$ cat config.mk
export PLATFORM = sky130hd
export DESIGN_NAME = cfg_space_device_flat
export DESIGN_NICKNAME = d
export VERILOG_FILES = /design/src/cfg_space_pkg.sv /design/src/maint_if.sv /design/src/cfg_space_device.sv /design/src/flat_wrapper.sv
export VERILOG_INCLUDE_DIRS = /design/src
export SDC_FILE = /design/constraint.sdc
export NUM_CORES = 1
export LEC_CHECK = 0
export ABC_AREA = 1
export ABC_CLOCK_PERIOD_IN_PS = 3650
export BUFFER_PORTS_ARGS = -buffer_cell sky130_fd_sc_hd__buf_4
export CAP_MARGIN = 20
export CELL_PAD_IN_SITES_DETAIL_PLACEMENT = 1
export CELL_PAD_IN_SITES_GLOBAL_PLACEMENT = 1
export CORE_ASPECT_RATIO = 0.7
export CORE_MARGIN = 3
export CORE_UTILIZATION = 44
export DETAILED_ROUTE_END_ITERATION = 7
export PLACE_DENSITY = 0.86
export SYNTH_ARGS = -nofsm -noshare
export SYNTH_HDL_FRONTEND = slang
export SYNTH_SLANG_ARGS = --single-unit
$ cat constraint.sdc
create_clock -name hclk -period 3.65 [get_ports hclk]
set_input_delay 0.1825 -clock hclk [delete_from_list [all_inputs] [get_ports hclk]]
set_output_delay 0.1825 -clock hclk [all_outputs]
set_load 0.01 [all_outputs]
$ cat src/cfg_space_params.svh
`ifndef CFG_SPACE_PARAMS_SVH
`define CFG_SPACE_PARAMS_SVH
// Byte offsets in configuration space
`define OFS_PE_FEATURES      24'h000010
`define OFS_RT_DEST_LIMIT    24'h000034
`define OFS_BASE_ID          24'h000060
`define OFS_HOST_LOCK        24'h000068
`define OFS_COMP_LABEL       24'h00006C
`define OFS_RT_DEST_SEL      24'h000070
`define OFS_RT_PORT_SEL      24'h000074
`define OFS_RT_DEF_PORT      24'h000078
`define OFS_CSR_BASE         24'h000040
`define OFS_EXT_BASE         24'h000100
`define OFS_IMPL_BASE        24'h010000
// Field positions (big-endian bit n is vector bit 31-n)
`define HOST_LOCK_LSB        0
`define HOST_LOCK_W          16
`define BASE_ID_MASK         32'h00FFFFFF
`define DEST_SEL_MASK        32'hFFFFFFFF
// Reset values
`define RST_HOST_LOCK        16'hFFFF
`define RST_BASE_ID          32'h00000000
`define RST_COMP_LABEL       32'h00000000
`define RST_ROUTE            32'h00000000
// Host command register offsets (AHB-Lite side)
`define HOF_ADDR             32'h00000000
`define HOF_WDATA            32'h00000004
`define HOF_CTRL             32'h00000008
`define HOF_STATUS           32'h0000000C
`define HOF_RDATA            32'h00000010
`endif

$ cat src/cfg_space_pkg.sv
package cfg_space_pkg;
	typedef enum logic [1:0] {
		SP_CAR  = 2'h0,
		SP_CSR  = 2'h1,
		SP_EXT  = 2'h2,
		SP_IMPL = 2'h3
	} space_t;
	typedef enum logic [1:0] {
		H_IDLE = 2'h0,
		H_REQ  = 2'h1,
		H_WAIT = 2'h2
	} host_state_t;
endpackage : cfg_space_pkg

$ cat src/maint_if.sv
`timescale 1ns/10ps
`default_nettype none
interface maint_if;
	logic        req;
	logic        write;
	logic [23:0] offset;
	logic [31:0] wdata;
	logic        done;
	logic [31:0] rdata;
	modport device (input req, write, offset, wdata, output done, rdata);
	modport element (output req, write, offset, wdata, input done, rdata);
endinterface : maint_if
`default_nettype wire

$ cat src/cfg_space_device.sv
`timescale 1ns/10ps
`default_nettype none
`include "cfg_space_params.svh"
module cfg_space_device import cfg_space_pkg::*; #(
	parameter logic [31:0] FEATURES   = 32'h00000110,
	parameter logic [31:0] DEST_LIMIT = 32'h000000FF,
	parameter logic [31:0] IMPL_VALUE = 32'h00000000
) (
	input  wire logic        hclk,
	input  wire logic        hresetn,
	input  wire logic        clk_en,
	maint_if.device          link,
	output var  logic [31:0] route_dest_select,
	output var  logic [31:0] route_port_select,
	output var  logic [31:0] route_default_port,
	output var  logic [31:0] base_identifier
);
	typedef struct packed {
		logic        done;
		logic [31:0] rdata;
		logic [31:0] base_id;
		logic [15:0] host_lock;
		logic [31:0] comp_label;
		logic [31:0] dest_sel;
		logic [31:0] port_sel;
		logic [31:0] def_port;
	} dev_state_t;

	dev_state_t st;
	dev_state_t next_st;

	function automatic space_t space_of(input logic [23:0] ofs);
		if (ofs >= `OFS_IMPL_BASE) begin
			space_of = SP_IMPL;
		end else if (ofs >= `OFS_EXT_BASE) begin
			space_of = SP_EXT;
		end else if (ofs >= `OFS_CSR_BASE) begin
			space_of = SP_CSR;
		end else begin
			space_of = SP_CAR;
		end
	endfunction : space_of

	typedef enum logic [3:0] {
		SEL_NONE  = 4'h0,
		SEL_FEAT  = 4'h1,
		SEL_LIMIT = 4'h2,
		SEL_BASE  = 4'h3,
		SEL_LOCK  = 4'h4,
		SEL_LABEL = 4'h5,
		SEL_DSEL  = 4'h6,
		SEL_PSEL  = 4'h7,
		SEL_DPORT = 4'h8,
		SEL_IMPL  = 4'h9
	} reg_sel_t;

	// One decoder shared by read and write, so they cannot disagree
	function automatic reg_sel_t reg_of(input logic [23:0] ofs);
		if (ofs == `OFS_PE_FEATURES) begin
			reg_of = SEL_FEAT;
		end else if (ofs == `OFS_RT_DEST_LIMIT) begin
			reg_of = SEL_LIMIT;
		end else if (ofs == `OFS_BASE_ID) begin
			reg_of = SEL_BASE;
		end else if (ofs == `OFS_HOST_LOCK) begin
			reg_of = SEL_LOCK;
		end else if (ofs == `OFS_COMP_LABEL) begin
			reg_of = SEL_LABEL;
		end else if (ofs == `OFS_RT_DEST_SEL) begin
			reg_of = SEL_DSEL;
		end else if (ofs == `OFS_RT_PORT_SEL) begin
			reg_of = SEL_PSEL;
		end else if (ofs == `OFS_RT_DEF_PORT) begin
			reg_of = SEL_DPORT;
		end else if (space_of(ofs) == SP_IMPL) begin
			reg_of = SEL_IMPL;
		end else begin
			reg_of = SEL_NONE;
		end
	endfunction : reg_of

	// Write-once lock; only the owner's own id releases it
	function automatic logic [15:0] lock_next(input logic [15:0] cur,
		input logic [15:0] val);
		if (cur == `RST_HOST_LOCK) begin
			lock_next = val;
		end else if (cur == val) begin
			lock_next = `RST_HOST_LOCK;
		end else begin
			lock_next = cur;
		end
	endfunction : lock_next

	reg_sel_t    sel;
	logic [23:0] word_ofs;
	logic [31:0] read_val;
	assign word_ofs = {link.offset[23:2], 2'b00};
	assign sel      = reg_of(word_ofs);

	always_comb begin
		// Vector bit 31 carries big-endian bit 0
		read_val = 32'h00000000;
		case (sel)
			SEL_FEAT: begin
				read_val = FEATURES;
			end
			SEL_LIMIT: begin
				read_val = DEST_LIMIT;
			end
			SEL_BASE: begin
				read_val = st.base_id;
			end
			SEL_LOCK: begin
				read_val = {16'h0000, st.host_lock};
			end
			SEL_LABEL: begin
				read_val = st.comp_label;
			end
			SEL_DSEL: begin
				read_val = st.dest_sel;
			end
			SEL_PSEL: begin
				read_val = st.port_sel;
			end
			SEL_DPORT: begin
				read_val = st.def_port;
			end
			SEL_IMPL: begin
				read_val = IMPL_VALUE;
			end
			default: begin
				read_val = 32'h00000000;
			end
		endcase
	end

	always_comb begin
		next_st = st;
		next_st.done = 1'b0;
		if (link.req && !st.done) begin
			next_st.done = 1'b1; // Always completes, never errors
			next_st.rdata = read_val;
			if (link.write) begin
				// Capability space has no write path at all
				case (sel)
					SEL_BASE: begin
						next_st.base_id = link.wdata & `BASE_ID_MASK;
					end
					SEL_LOCK: begin
						next_st.host_lock = lock_next(st.host_lock,
							link.wdata[15:0]);
					end
					SEL_LABEL: begin
						next_st.comp_label = link.wdata;
					end
					SEL_DSEL: begin
						next_st.dest_sel = link.wdata & `DEST_SEL_MASK;
					end
					SEL_PSEL: begin
						next_st.port_sel = link.wdata;
					end
					SEL_DPORT: begin
						next_st.def_port = link.wdata;
					end
					default: begin
						// Discarded, incl. extended space
					end
				endcase
			end
		end
	end

	always_ff @(posedge hclk or negedge hresetn) begin
		if (!hresetn) begin
			st.done       <= 1'b0;
			st.rdata      <= 32'h00000000;
			st.base_id    <= `RST_BASE_ID;
			st.host_lock  <= `RST_HOST_LOCK;
			st.comp_label <= `RST_COMP_LABEL;
			st.dest_sel   <= `RST_ROUTE;
			st.port_sel   <= `RST_ROUTE;
			st.def_port   <= `RST_ROUTE;
		end else if (clk_en) begin
			st <= next_st;
		end
	end

	assign link.done          = st.done;
	assign link.rdata         = st.rdata;
	assign route_dest_select  = st.dest_sel;
	assign route_port_select  = st.port_sel;
	assign route_default_port = st.def_port;
	assign base_identifier    = st.base_id;
endmodule : cfg_space_device
`default_nettype wire

$ cat src/flat_wrapper.sv
// flat-port wrapper written by rule: the top's interface ports become plain ports
module cfg_space_device_flat import cfg_space_pkg::*;
#(
	parameter logic [31:0] FEATURES   = 32'h00000110,
	parameter logic [31:0] DEST_LIMIT = 32'h000000FF,
	parameter logic [31:0] IMPL_VALUE = 32'h00000000
)
  (hclk, hresetn, clk_en, route_dest_select, route_port_select, route_default_port, base_identifier, link_req, link_write, link_offset, link_wdata, link_done, link_rdata);
  maint_if link_i ();
  input  wire logic hclk;
  input  wire logic hresetn;
  input  wire logic clk_en;
  output var  logic [31:0] route_dest_select;
  output var  logic [31:0] route_port_select;
  output var  logic [31:0] route_default_port;
  output var  logic [31:0] base_identifier;
  input wire logic [$bits(link_i.req)-1:0] link_req;
  input wire logic [$bits(link_i.write)-1:0] link_write;
  input wire logic [$bits(link_i.offset)-1:0] link_offset;
  input wire logic [$bits(link_i.wdata)-1:0] link_wdata;
  output wire logic [$bits(link_i.done)-1:0] link_done;
  output wire logic [$bits(link_i.rdata)-1:0] link_rdata;
  assign link_i.req = link_req;
  assign link_i.write = link_write;
  assign link_i.offset = link_offset;
  assign link_i.wdata = link_wdata;
  assign link_done = link_i.done;
  assign link_rdata = link_i.rdata;
  cfg_space_device #(.FEATURES(FEATURES), .DEST_LIMIT(DEST_LIMIT), .IMPL_VALUE(IMPL_VALUE)) u_core (.hclk(hclk), .hresetn(hresetn), .clk_en(clk_en), .link(link_i), .route_dest_select(route_dest_select), .route_port_select(route_port_select), .route_default_port(route_default_port), .base_identifier(base_identifier));
endmodule
==> results_dict.tcl <==
set metrics [dict create \
    status "finished clean" \
    p_leak_uw 0.00691 \
    finalCritPeriodShare_pct 73.0 \
    first_global_vias 10344 \
    drc 0 \
    critPathArrivalTime_ps 3040 \
    power_density_nw_per_um2 365 \
    cts_setup_buffers 0 \
    cp-end-kind "flop" \
    grt_pass1_wl_um 59700 \
    p_int_uw 3680 \
    clkPwrFrac_pct 48.1 \
    finish.utilization_pct 52.4 \
    fin_skew_ps 15.1 \
    finalSetupViolCount 0 \
    core_area_um2 25000 \
    start_util_pct 45.5 \
    cts.htree.levels 1 \
    drive_above_1_share_pct 22.6 \
    grt_max_degree 107 \
    cts.sinks 201 \
    portBuffers 211 \
    rows 48 \
    vias_per_cell 5.34 \
    insertedDiodeCount 0 \
    wirelength_um 37700 \
    postCtsHoldBufs 32 \
    synth-seq-cells 201 \
    grt_overflow 0 \
    rsz0062_at_grt "no" \
    cp_max_fo 36 \
    fin_nets 1607 \
    power_frac_comb_pct 5.3 \
    tns_ps 0 \
    worstMarginPinSlew_ps 1020 \
    maxSlewHeadroom_pct 31.7 \
    clk_latency_ps 510 \
    synthCells 1487 \
    dp_hpwl_um 24600 \
    required_ps 4030 \
    switching_power_uw 1100 \
    drv_slew 0 \
    pin_count 222 \
    chipWidth_um 198 \
    hold_path.class "primary input to flop" \
    routabilityCongestion 0.845 \
    antenna_found_initial 0 \
    ys_types 26 \
    period_minus_slack_ps 2660 \
    cts_resized 0 \
    die_area_um2 27900 \
    drv_cap 0 \
    p_seq_share_pct 46.6 \
    dr.first_iter.drc_count 616 \
    avgSynthCellArea_um2 7.66 \
    cts_buffer_depth 3 \
    syn_to_final_growth_pct 15.2 \
    final_cell_mix "389 x nand2_1, 226 x buf_4, 185 x dfrtp_1" \
    syn_area_um2 11400 \
    ctsRootBufferMaster "clkbuf_16" \
    numCtsBuffers 22 \
    finalHoldViolations 0 \
    final_common_cell "nand2_1" \
    ys.warnings.count 0 \
    ant_nets 0 \
    grt_usage_pct 27.0 \
    max_freq_mhz 375 \
    clk_pin_slew_ps 60 \
    avgRoutedWirePerCell_um 20.0 \
    seq_area_frac_synth_pct 44.3 \
    swShare_pct 23.1 \
    worst_ir_drop_vdd_v 0.000330 \
    die_y_um 141 \
    firstDrtPassIters 5 \
    cts_tree "done" \
    start_kind "flop" \
    crit_type "flop to flop" \
    vias 10075 \
]
==> metal layers <==
metal / track usage [%] / vias to the layer above / part of all wire, %
met4: 6.74 / 0 / 2.4
met3: 3.32 / 51 / 5.5
met2: 44.7 / 307 / 48
met5: 0 / - / 0
li1: - / 4666 / -
met1: 37.9 / 5051 / 44
==> cells in the mapped netlist <==
| master | number | area share, % |
|---|---|---|
| a21oi_1 | 24 | 1.1 |
| buf_1 | 6 | 0.20 |
| buf_2 | 20 | 0.88 |
| buf_4 | 161 | 11 |
| buf_6 | 7 | 0.69 |
| clkbuf_1 | 41 | 1.4 |
| clkinv_1 | 1 | 0.033 |
| conb_1 | 1 | 0.033 |
| dfrtp_1 | 185 | 41 |
| dfstp_2 | 16 | 3.7 |
| inv_1 | 167 | 5.5 |
| inv_2 | 27 | 0.89 |
| nand2_1 | 389 | 13 |
| nand3_1 | 18 | 0.79 |
| nand3_2 | 3 | 0.26 |
| nand3_4 | 4 | 0.62 |
| nand4_1 | 118 | 6.5 |
| nor2_1 | 101 | 3.3 |
| nor2_2 | 4 | 0.22 |
| nor2_4 | 6 | 0.59 |
| nor3_1 | 2 | 0.088 |
| nor3_4 | 1 | 0.14 |
| nor4_4 | 1 | 0.19 |
| o21ai_0 | 148 | 6.5 |
| o21ai_1 | 12 | 0.53 |
| o21ai_2 | 24 | 1.8 |
==> stage by stage <==
step | hold WS (ps) | instance area (µm²) | worst slack (ps) | cells | total power [µW]
after CTS | 1.78 | 13100 | 1010 | 1886 | 4820
after floorplan | -113 | 11400 | 1860 | 1494 | 2350
final | 15.4 | 13100 | 986 | 1886 | 4780
after global routing | 22.6 | 13100 | 793 | 1886 | 4940
after detailed placement | 301 | 12100 | 1080 | 1815 | 2500
after global placement | 291 | 12100 | 1160 | 1815 | 2490
==> power groups by stage <==
stage	Combinational (µW)	Clock [µW]	Sequential, µW
floorplan	75.7	0	2270
global placement	218	0	2270
detailed placement	225	0	2270
CTS	253	2330	2230
global route	279	2430	2230
finish	252	2300	2230
==> cell families after synthesis <==
group                  count (synthesis)  share of synthesized area [%]
AOI/OAI and AO/OA                    208                           9.93
and+or+nand+nor                      647                           25.5
buffers and inverters                430                           20.2
other                                  1                         0.0329
DFF                                  201                           44.3
==> layout make-up <==
class / instances / area (µm²)
clock buffer: 36 / 694
tap: 325 / 407
inverter: 195 / 732
multi-input combinational: 863 / 4090
fill: 3109 / 11900
clock inverter: 3 / 40.0
timing repair buffer: 263 / 2110
sequential: 201 / 5050
==> worst paths after layout <==
kind | from | endpoint | slack, ps | cells past startpoint
hold reg to reg | u_core.link.rdata[11] | u_core.link.rdata[11] | 480 | 2
setup / recovery | u_core.link.done | u_core.route_dest_select[17] | 990 | 9
max in group asynchronous | hresetn | u_core.link.rdata[30] | 2210 | 3
min in group asynchronous | hresetn | u_core.link.rdata[18] | 300 | 2
hold / removal | link_wdata[28] | u_core.route_default_port[28] | 20 | 3
setup reg to reg | u_core.link.done | u_core.route_dest_select[17] | 990 | 9
==> state kept, by name, indices dropped and copies added (netlist names) <==
| name | count |
|---|---|
| u_core.base_identifier | 24 |
| u_core.route_dest_select | 32 |
| u_core.link.done | 1 |
| u_core.route_default_port | 32 |
| u_core.link.rdata | 32 |
| u_core.st | 48 |
| u_core.route_port_select | 32 |
==> worst max-delay path, stage by stage (launching register included) <==
cell	delay, ps
dfrtp_1	390
inv_1	90
nand3_2	130
inv_2	110
nand2_1	160
inv_2	450
nand3_2	590
buf_12	390
nand2_1	100
o21ai_0	90
Note: power is estimated with default switching activity, not from simulation.
